==> src/rtl/ttc_pkg.sv <==
// Constants shared by the tone transceiver control and status logic.
// Assumes a single 20 MHz clock and synchronous host strobes.
// Behaviour
// RULE1 - Tone enable bit gates all transmit tones
// RULE2 - Mode bit picks call progress or dual-tone
// RULE3 - Call progress wave drives shared pin
// RULE4 - No digit reports in call progress mode
// RULE5 - Interrupt enable bit gates pin events
// RULE6 - Pin low on digit or transmitter ready
// RULE7 - Select bit routes next write secondary
// RULE8 - After secondary write, route back primary
// RULE9 - Secondary bit zero low enables burst
// RULE10 - Each digit gives equal burst and pause
// RULE11 - Pause end sets empty, raises interrupt
// RULE12 - Call progress mode doubles burst timing
// RULE13 - Non-burst tone follows enable bit only
// RULE14 - Test mode pin follows delayed steering
// RULE15 - Secondary bit two picks single tone
// RULE16 - Secondary bit three picks column tone
// RULE17 - Interrupt flag mirrors empty or full
// RULE18 - Empty set at pause end, cleared
// RULE19 - Full set on valid digit, read clears
// RULE20 - Delayed steering set absent, cleared present
// RULE21 - Receive register holds last valid digit
// RULE22 - Shared pin is open drain, low only
// RULE23 - Host initialises control registers after power-up
// RULE24 - Registers hold; flags update on clock
package ttc_pkg;

    localparam int unsigned DATA_W = 4;

    // Register select line values
    localparam logic SEL_DATA = 1'b0;
    localparam logic SEL_CTRL = 1'b1;

    // Primary control field positions
    localparam int unsigned PRI_TONE_EN = 0;
    localparam int unsigned PRI_MODE    = 1;
    localparam int unsigned PRI_IRQ_EN  = 2;
    localparam int unsigned PRI_SEC_SEL = 3;

    // Secondary control field positions
    localparam int unsigned SEC_BURST_OFF = 0;
    localparam int unsigned SEC_TEST      = 1;
    localparam int unsigned SEC_SINGLE    = 2;
    localparam int unsigned SEC_COLUMN    = 3;

    // Status field positions
    localparam int unsigned ST_IRQ    = 0;
    localparam int unsigned ST_TX_MT  = 1;
    localparam int unsigned ST_RX_FUL = 2;
    localparam int unsigned ST_DSTEER = 3;

    localparam logic [3:0] CTRL_RESET = 4'h0;
    localparam logic [3:0] CODE_RESET = 4'h0;

    // Burst timing
    localparam int unsigned CLK_KHZ       = 20000;
    localparam int unsigned BURST_MS      = 51;
    localparam int unsigned EXT_FACTOR    = 2;
    localparam int unsigned BURST_CYC_DEF = BURST_MS * CLK_KHZ;
    localparam int unsigned TIMER_W       = 22;

    typedef enum logic [1:0] {
        TX_IDLE  = 2'b00,
        TX_BURST = 2'b01,
        TX_PAUSE = 2'b11
    } ttc_tx_state_t;

endpackage

==> src/rtl/ttc_top.sv <==
// Control and status registers of the dual-tone transceiver, with burst timing
// and the shared open-drain interrupt and tone pin.
// Assumes host strobes are one clock wide and synchronous to clk_i.
`timescale 1ns/100ps
module ttc_top #(
    parameter int unsigned BURST_CYCLES = ttc_pkg::BURST_CYC_DEF
) (
    input  wire logic                       clk_i,
    input  wire logic                       resetn_i,
    input  wire logic                       register_select_line_i,
    input  wire logic                       wr_i,
    input  wire logic                       rd_i,
    input  wire logic [ttc_pkg::DATA_W-1:0] wdata_i,
    output logic      [ttc_pkg::DATA_W-1:0] rdata_o,
    input  wire logic                       digit_valid_i,
    input  wire logic [ttc_pkg::DATA_W-1:0] digit_code_i,
    input  wire logic                       tone_gone_i,
    input  wire logic                       call_progress_wave_i,
    output logic                            tone_on_o,
    output logic      [ttc_pkg::DATA_W-1:0] tone_code_o,
    output logic                            single_tone_o,
    output logic                            column_tone_o,
    output logic                            interrupt_tone_pin_o,
    output logic                            interrupt_tone_pin_oe_n_o
);
    import ttc_pkg::*;

    logic [3:0]    control_reg_primary_q;
    logic [3:0]    control_reg_primary_d;
    logic [3:0]    control_reg_secondary_q;
    logic [3:0]    control_reg_secondary_d;
    logic          sec_route_q;
    logic          sec_route_d;
    logic [3:0]    tx_code_q;
    logic [3:0]    tx_code_d;
    logic [3:0]    rx_code_q;
    logic [3:0]    rx_code_d;
    logic [3:0]    rdata_q;
    logic [3:0]    rdata_d;
    logic          tx_empty_q;
    logic          tx_empty_d;
    logic          rx_full_q;
    logic          rx_full_d;
    logic          irq_flag_q;
    logic          irq_flag_d;
    logic          dsteer_q;
    logic          dsteer_d;
    ttc_tx_state_t tx_state_q;
    ttc_tx_state_t tx_state_d;

    logic               tone_en;
    logic               call_progress;
    logic               irq_en;
    logic               burst_off;
    logic               test_mode;
    logic               ctrl_wr;
    logic               data_wr;
    logic               status_rd;
    logic               timer_start;
    logic               timer_stop;
    logic               timer_done;
    logic [TIMER_W-1:0] timer_len;
    logic               pull_low;

    assign tone_en       = control_reg_primary_q[PRI_TONE_EN];
    assign call_progress = control_reg_primary_q[PRI_MODE];
    assign irq_en        = control_reg_primary_q[PRI_IRQ_EN];
    assign burst_off     = control_reg_secondary_q[SEC_BURST_OFF];
    assign test_mode     = control_reg_secondary_q[SEC_TEST];

    assign ctrl_wr   = wr_i && (register_select_line_i == SEL_CTRL);
    assign data_wr   = wr_i && (register_select_line_i == SEL_DATA);
    assign status_rd = rd_i && (register_select_line_i == SEL_CTRL);

    // Control registers and write routing
    always_comb begin
        control_reg_primary_d   = control_reg_primary_q;
        control_reg_secondary_d = control_reg_secondary_q;
        sec_route_d             = sec_route_q;
        tx_code_d               = tx_code_q;
        if (ctrl_wr) begin
            if (sec_route_q) begin
                control_reg_secondary_d = wdata_i; // RULE24
                sec_route_d             = 1'b0; // RULE8
            end else begin
                control_reg_primary_d = wdata_i; // RULE24
                sec_route_d           = wdata_i[PRI_SEC_SEL]; // RULE7
            end
        end
        if (data_wr) begin
            tx_code_d = wdata_i;
        end
    end

    always_ff @(posedge clk_i) begin
        if (!resetn_i) begin
            control_reg_primary_q   <= CTRL_RESET;
            control_reg_secondary_q <= CTRL_RESET;
            sec_route_q             <= 1'b0;
            tx_code_q               <= CODE_RESET;
        end else begin
            control_reg_primary_q   <= control_reg_primary_d;
            control_reg_secondary_q <= control_reg_secondary_d;
            sec_route_q             <= sec_route_d;
            tx_code_q               <= tx_code_d;
        end
    end

    // Burst sequencer: burst then equal pause per written digit
    assign timer_len = call_progress ? TIMER_W'(BURST_CYCLES * EXT_FACTOR) // RULE12
                                     : TIMER_W'(BURST_CYCLES);
    assign timer_stop = burst_off || !tone_en;

    always_comb begin
        tx_state_d  = tx_state_q;
        timer_start = 1'b0;
        case (tx_state_q)
            TX_IDLE: begin
                if (data_wr && tone_en && !burst_off) begin // RULE9
                    tx_state_d  = TX_BURST; // RULE10
                    timer_start = 1'b1;
                end
            end
            TX_BURST: begin
                if (timer_stop) begin
                    tx_state_d = TX_IDLE;
                end else if (timer_done) begin
                    tx_state_d  = TX_PAUSE; // RULE10
                    timer_start = 1'b1;
                end
            end
            TX_PAUSE: begin
                if (timer_stop || timer_done) begin
                    tx_state_d = TX_IDLE;
                end
            end
            default: begin
                tx_state_d = TX_IDLE;
            end
        endcase
    end

    always_ff @(posedge clk_i) begin
        if (!resetn_i) begin
            tx_state_q <= TX_IDLE;
        end else begin
            tx_state_q <= tx_state_d;
        end
    end

    ttc_timer #(
        .W (TIMER_W)
    ) u_timer (
        .clk_i    (clk_i),
        .resetn_i (resetn_i),
        .start_i  (timer_start),
        .stop_i   (timer_stop),
        .len_i    (timer_len),
        .done_o   (timer_done)
    );

    // Status flags; a new event wins over the clear by a status read
    always_comb begin
        tx_empty_d = tx_empty_q && !status_rd && !burst_off; // RULE18
        if (tx_state_q == TX_PAUSE && timer_done && !timer_stop) begin
            tx_empty_d = 1'b1; // RULE11
        end
        rx_full_d = rx_full_q && !status_rd;
        rx_code_d = rx_code_q;
        if (digit_valid_i && !call_progress) begin // RULE4
            rx_full_d = 1'b1; // RULE19
            rx_code_d = digit_code_i; // RULE21
        end
        irq_flag_d = tx_empty_d || rx_full_d; // RULE17
        dsteer_d   = dsteer_q;
        if (digit_valid_i) begin
            dsteer_d = 1'b0; // RULE20
        end else if (tone_gone_i) begin
            dsteer_d = 1'b1; // RULE20
        end
        rdata_d = rdata_q;
        if (rd_i) begin
            rdata_d = (register_select_line_i == SEL_CTRL)
                    ? {dsteer_q, rx_full_q, tx_empty_q, irq_flag_q}
                    : rx_code_q;
        end
    end

    always_ff @(posedge clk_i) begin
        if (!resetn_i) begin
            tx_empty_q <= 1'b0;
            rx_full_q  <= 1'b0;
            irq_flag_q <= 1'b0;
            dsteer_q   <= 1'b0;
            rx_code_q  <= CODE_RESET;
            rdata_q    <= CODE_RESET;
        end else begin
            tx_empty_q <= tx_empty_d; // RULE24
            rx_full_q  <= rx_full_d;
            irq_flag_q <= irq_flag_d;
            dsteer_q   <= dsteer_d;
            rx_code_q  <= rx_code_d;
            rdata_q    <= rdata_d;
        end
    end

    // Shared pin selection
    always_comb begin
        pull_low = 1'b0;
        if (call_progress) begin // RULE2
            pull_low = irq_en && !call_progress_wave_i; // RULE3
        end else if (test_mode) begin
            pull_low = !dsteer_q; // RULE14
        end else begin
            pull_low = irq_en && irq_flag_q; // RULE5 RULE6
        end
    end

    assign interrupt_tone_pin_o      = 1'b0; // RULE22
    assign interrupt_tone_pin_oe_n_o = !pull_low; // RULE22

    assign tone_on_o     = tone_en && (burst_off || tx_state_q == TX_BURST); // RULE1 RULE13
    assign tone_code_o   = tx_code_q;
    assign single_tone_o = control_reg_secondary_q[SEC_SINGLE]; // RULE15
    assign column_tone_o = control_reg_secondary_q[SEC_COLUMN]; // RULE16
    assign rdata_o       = rdata_q;
endmodule

==> src/rtl/ttc_timer.sv <==
// Down counter that times one tone burst or pause.
// Assumes start is a single-cycle request from the controller; stop is a level held while it applies.
`timescale 1ns/100ps
module ttc_timer #(
    parameter int unsigned W = 22
) (
    input  wire logic         clk_i,
    input  wire logic         resetn_i,
    input  wire logic         start_i,
    input  wire logic         stop_i,
    input  wire logic [W-1:0] len_i,
    output logic              done_o
);
    logic [W-1:0] cnt_q;
    logic [W-1:0] cnt_d;
    logic         done_q;
    logic         done_d;

    always_comb begin
        cnt_d  = cnt_q;
        done_d = 1'b0;
        if (stop_i) begin
            cnt_d = '0;
        end else if (start_i) begin
            cnt_d = len_i;
        end else if (cnt_q != '0) begin
            cnt_d  = cnt_q - 1'b1;
            done_d = (cnt_q == W'(1));
        end
    end

    always_ff @(posedge clk_i) begin
        if (!resetn_i) begin
            cnt_q  <= '0;
            done_q <= 1'b0;
        end else begin
            cnt_q  <= cnt_d;
            done_q <= done_d;
        end
    end

    assign done_o = done_q;

endmodule

==> config.mk <==
export PLATFORM = sky130hd
export DESIGN_NAME = ttc_top
export DESIGN_NICKNAME = d
export VERILOG_FILES = /design/src/rtl/ttc_pkg.sv /design/src/rtl/ttc_top.sv /design/src/rtl/ttc_timer.sv
export SDC_FILE = /design/constraint.sdc
export NUM_CORES = 1
export LEC_CHECK = 0
export ABC_AREA = 1
export BUFFER_PORTS_ARGS = -buffer_cell sky130_fd_sc_hd__clkbuf_2
export CAP_MARGIN = 20
export CORE_AREA = 8 8 137 75
export DETAILED_ROUTE_END_ITERATION = 10
export DIE_AREA = 0 0 145 83
export PLACE_DENSITY = 0.45
export SYNTH_ARGS = -nofsm -noshare
export SYNTH_HDL_FRONTEND = slang
export SYNTH_SLANG_ARGS = --single-unit
export TNS_END_PERCENT = 5
==> constraint.sdc <==
create_clock -name clk_i -period 2 [get_ports clk_i]
set_input_delay 0.1 -clock clk_i [delete_from_list [all_inputs] [get_ports clk_i]]
set_output_delay 0.1 -clock clk_i [all_outputs]
set_load 0.005 [all_outputs]
* Word-level counts from Yosys, hierarchy flattened
Cells that the tools add are included.
Widths: inputs -> output; s select.
** Storage, ports and cells
- Register bits :: 49
- Bits of input ports :: 16
** Cells by class
- Add/subtract/negate cells :: 1
- Equal/unequal tests :: 6
- Mux-type cells :: 18
- Bitwise gates (word level) :: 4
- Reduce and logical (&&, ||, !) cells :: 35
** Operator list (number)
- $mux 22 :: 2
- $eq 22x1->1 const B :: 1
- $reduce_bool 22->1 :: 1
- $sub 22x1->22 const B :: 1
- $mux 21 :: 1
- $logic_and 1x1->1 :: 14
- $logic_not 1->1 :: 8
- $mux 1 :: 8
- $mux 2 :: 4
- $pmux 2 s3 :: 1
- $logic_or 1x1->1 :: 4
- $mux 4 :: 1
- $ne 2x2->1 const B :: 2
- $not 1->1 :: 4
- $reduce_and 2->1 :: 2
- $reduce_or 2->1 :: 2
- $reduce_or 4->1 :: 1
- $ne 3x2->1 const B :: 1
- $reduce_and 3->1 :: 1
- $eq 2x1->1 const B :: 1
- $eq 2x2->1 const B :: 1
- $logic_not 2->1 :: 1
- $pmux 1 s2 :: 1
- $reduce_bool 2->1 :: 1

* Logic depth before layout (Yosys ltp)
- Word-level depth :: 7
- Depth in mapped cells :: 9

* Hierarchy
A second synthesis with hierarchy kept.
** Unflattened totals
- Cells, all modules :: 399
- Area, all modules :: 2648.8 sq um
** By module, submodules not included
- ttc_timer :: instances 1, cells an instance 239, area an instance 1498.9 sq um
- ttc_top :: instances 1, cells an instance 160, area an instance 1149.9 sq um

* Least setup slack after synthesis
No wires, ideal clock.
- Path type :: flip-flop to flip-flop
- From :: reg u_timer.cnt_q[0]
- To :: reg u_timer.cnt_q[6]
- Library setup time :: 0.117 ns
- Arrival :: 1.381 ns
- Setup slack :: 0.502 ns
- Stages on the path, launching flop included :: 9
- Path buffers :: 1
- Clock period less this slack :: 1.498 ns
- Cells stage by stage :: dfxtp_1 inv_1 ha_1 nand2_4 nor2_8 nand3_4 buf_6 a21oi_1 nor2_1
** Between the ends
- Word-level cells in the longest chain between the ends :: 3
** Ends and longest elaborated chain
- from (decl) :: line ttc_timer.sv:14 : logic [W-1:0] cnt_q;
- from (signal assigned) :: line ttc_timer.sv:37 : cnt_q <= cnt_d;
- $sub 22x1->22 :: line ttc_timer.sv:27 : cnt_d = cnt_q - 1'b1;
- $mux 22 :: line ttc_timer.sv:26 : end else if (cnt_q != '0) begin
- $mux 22 :: line ttc_timer.sv:24 : end else if (start_i) begin
Parallel ways exist; a longest one is shown, timed or not. The select of a mux whose other input is x is not followed.
A chain may end at the register's enable or synchronous reset.

* Worst setup path after layout
- From :: reg u_timer.cnt_q[0]
- To :: reg u_timer.cnt_q[1]
The elaborated chain is that of the path after synthesis.

==> summary.txt <==
Status
  – Outcome: finished, final reports clean

Floorplanning
  – I/O pins: 29
  – Initial Util: 0.291
  – Die Height: 83 um
  – Die footprint: 0.0120 mm^2
  – Core region area: 0.00838 mm^2
  – Die width: 145 um
  – Rows: 24

Clock network
  – Max Root-Sink Buffers: 2
  – TritonCTS clock tree: built
  – Number of CTS-inserted buffers: 5
  – Clk pin slew, worst setup/hold paths: 70 ps
  – Max H-tree Level: 2
  – Sink Count: 49
  – Worst skew pair latency: 290 ps
  – Clock root buffer: clkbuf_16
  – Post-CTS Setup Repair Bufs: 0

Layout
  – Layout fillers: 901
  – Layout cells sized above 1: 0.163
  – NumNets Final: 398
  – P&R area growth vs syn: 17.4%
  – Commonest non-fill, non-tap cell in the layout: nand2_1
  – N_diodes: 0
  – Highest-count cells in the layout ignoring fill and taps: nand2_1 (67), nor2_1 (65), dfxtp_1 (49)

Logic synthesis
  – Syn nets: 366
  – Complex-gate fraction of the synthesized area: 0.119
  – Post-Synth XOR/XNOR Area: 0.0215
  – Largest family of logic cells by synthesized area: simple AND/OR/NAND/NOR gates
  – Post-Synthesis Cells: 348
  – Register area share after synthesis: 0.402
  – Mapped cell area: 0.00244 mm^2
  – Flops & latches, synth: 49
  – Mux cell area share after synthesis: 0
  – Synth warnings: 0
  – Post-Synth Adder-Cell Area: 0.0103
  – Unique masters post-synth: 35
  – Simple-gate share of the synthesized area: 0.365
  – Post-Syn Area per Cell: 7.01 um^2

Placement
  – GPL Wtd Cong: 0.916
  – Detail Placement HPWL: 5700 um
  – Port bufs: 27

Critical path
  – CP Data Required Time: 2170 ps
  – FF-to-FF End: u_timer.cnt_q[1]
  – CP Launch Type: register
  – R2R depth: 9
  – Maximum fanout along the worst path: 15
  – R2R Path Start: u_timer.cnt_q[0]
  – FF-to-FF setup slack: 190 ps
  – Crit path kind: register to register
  – Worst Path Arrival: 1990 ps
  – Worst setup EP type: register

Timing
  – Pins over their slew limit: 0
  – Final period utilization: 0.907
  – Final hold viol count: 0
  – Fin crit period: 1810 ps
  – Worst clock skew: 4.29 ps
  – Fmax: 0.551 GHz
  – Setup violators final: 0
  – Final setup TNS: 0 ps
  – RSZ-0062 raised after global routing: no

GRT
  – Aggregate global routing overflow: 0
  – First-pass GRT wire length: 11500 um
  – Pin count of the biggest net entering global routing: 19
  – Initial antenna violation count: 0
  – Vias in the first global route: 2073
  – GRT Overall Usage: 0.120

Drt
  – Drt pass-1 iters: 5
  – Avg Vias per Cell: 4.52
  – 1st-iter DRT viols: 172
  – Total wire length: 7020 um
  – ANT nets after route: 0
  – WL per Instance: 14.1 um
  – Via count: 2249
  – # DRC: 0

Run
  – Total of max-cap violations: 0

Worst hold path
  – WHS Path Cells: 3
  – Worst hold start: tone_gone_i
  – Worst hold path endpoint: dsteer_q
  – Worst Hold Class: primary input to register
-- Yosys cell counts, drive strengths merged --
cell / instances / share of area
nor2: 75 / 0.14
nand2: 71 / 0.12
dfxtp: 49 / 0.40
inv: 41 / 0.063
a21oi: 30 / 0.063
nand3: 22 / 0.054
o21ai: 17 / 0.035
nand4: 8 / 0.021
nor3: 7 / 0.016
buf: 5 / 0.015
o211ai: 4 / 0.012
xor2: 4 / 0.014
nand3b: 3 / 0.0092
clkbuf: 2 / 0.0031
ha: 2 / 0.010
xnor2: 2 / 0.0072
a211oi: 1 / 0.0031
a21o: 1 / 0.0031
a31oi: 1 / 0.0026
and2: 1 / 0.0026
conb: 1 / 0.0015
nor4: 1 / 0.0026
-- worst max path at each step --
stage,endpoint,slack (ps),depth (start not counted),from
global placement,u_timer.cnt_q[1],270,9,u_timer.cnt_q[0]
detailed placement,u_timer.cnt_q[1],210,9,u_timer.cnt_q[0]
floorplan,u_timer.cnt_q[6],500,8,u_timer.cnt_q[0]
finish,u_timer.cnt_q[1],190,9,u_timer.cnt_q[0]
global route,u_timer.cnt_q[20],20,9,u_timer.cnt_q[0]
CTS,u_timer.cnt_q[1],200,9,u_timer.cnt_q[0]
-- logic make-up after synthesis --
| family | after synthesis |
|---|---|
| AOI/OAI and AO/OA | 54 |
| xor gates and xnor gates | 6 |
| adders and majority gates | 2 |
| buffers and inverters | 48 |
| DFF | 49 |
| other | 1 |
| and+or+nand+nor | 188 |
-- sequential cells by signal, indices dropped and copies added, names as in the netlist, 2 cells and up --
name	flops
control_reg_secondary_q	4
u_timer.cnt_q	22
rx_code_q	4
tx_state_q	2
control_reg_primary_q	3
tone_code_o	4
rdata_o	4
-- layout make-up --
class | instances | area, um^2 | share of cell area
clock inverters | 3 | 21.3 | 0.00743
well taps | 117 | 146 | 0.0511
clock buffers | 5 | 125 | 0.0437
flip-flops and latches | 49 | 981 | 0.343
multi-input cells | 251 | 1260 | 0.440
repair buffers | 32 | 175 | 0.0612
inverters | 41 | 154 | 0.0537
-- critical path, stage by stage, from the launching register on --
cell and delay, ps:
dfxtp_1 360, inv_1 110, ha_1 310, nand2_4 120
nor2_8 170, nand3_4 230, nand2_1 180, inv_2 80
nand2_1 80, a21oi_2 50
-- metal layers --
layer	up-vias	share of wire	track usage
met5	-	0	0
li1	1184	-	-
met2	63	0.31	0.131
met3	2	0.088	0.0352
met4	0	0.0040	0.0256
met1	1000	0.60	0.202
-- through the flow --
step | worst slack [ps] | hold WS, ps | area (um^2) | utilization | instances
6_report | 186 | 58.0 | 2860 | 0.342 | 498
5_1_grt | 21.7 | 74.1 | 2860 | 0.342 | 498
4_1_cts | 198 | 49.7 | 2860 | 0.342 | 498
3_5_place_dp | 208 | 289 | 2710 | 0.323 | 489
3_3_place_gp | 266 | 295 | 2710 | 0.323 | 489
2_1_floorplan | 502 | 179 | 2440 | - | 348
-- repair_timing --
action                                 4_1_cts  5_1_grt
endpoints found under the hold margin        1        0
hold buffers                                 1        0
gates resized for setup                      0        0
Power is left out: the tool's default activity adds up to more than one toggle a clock period on the data nets, which glitch-free logic cannot reach.
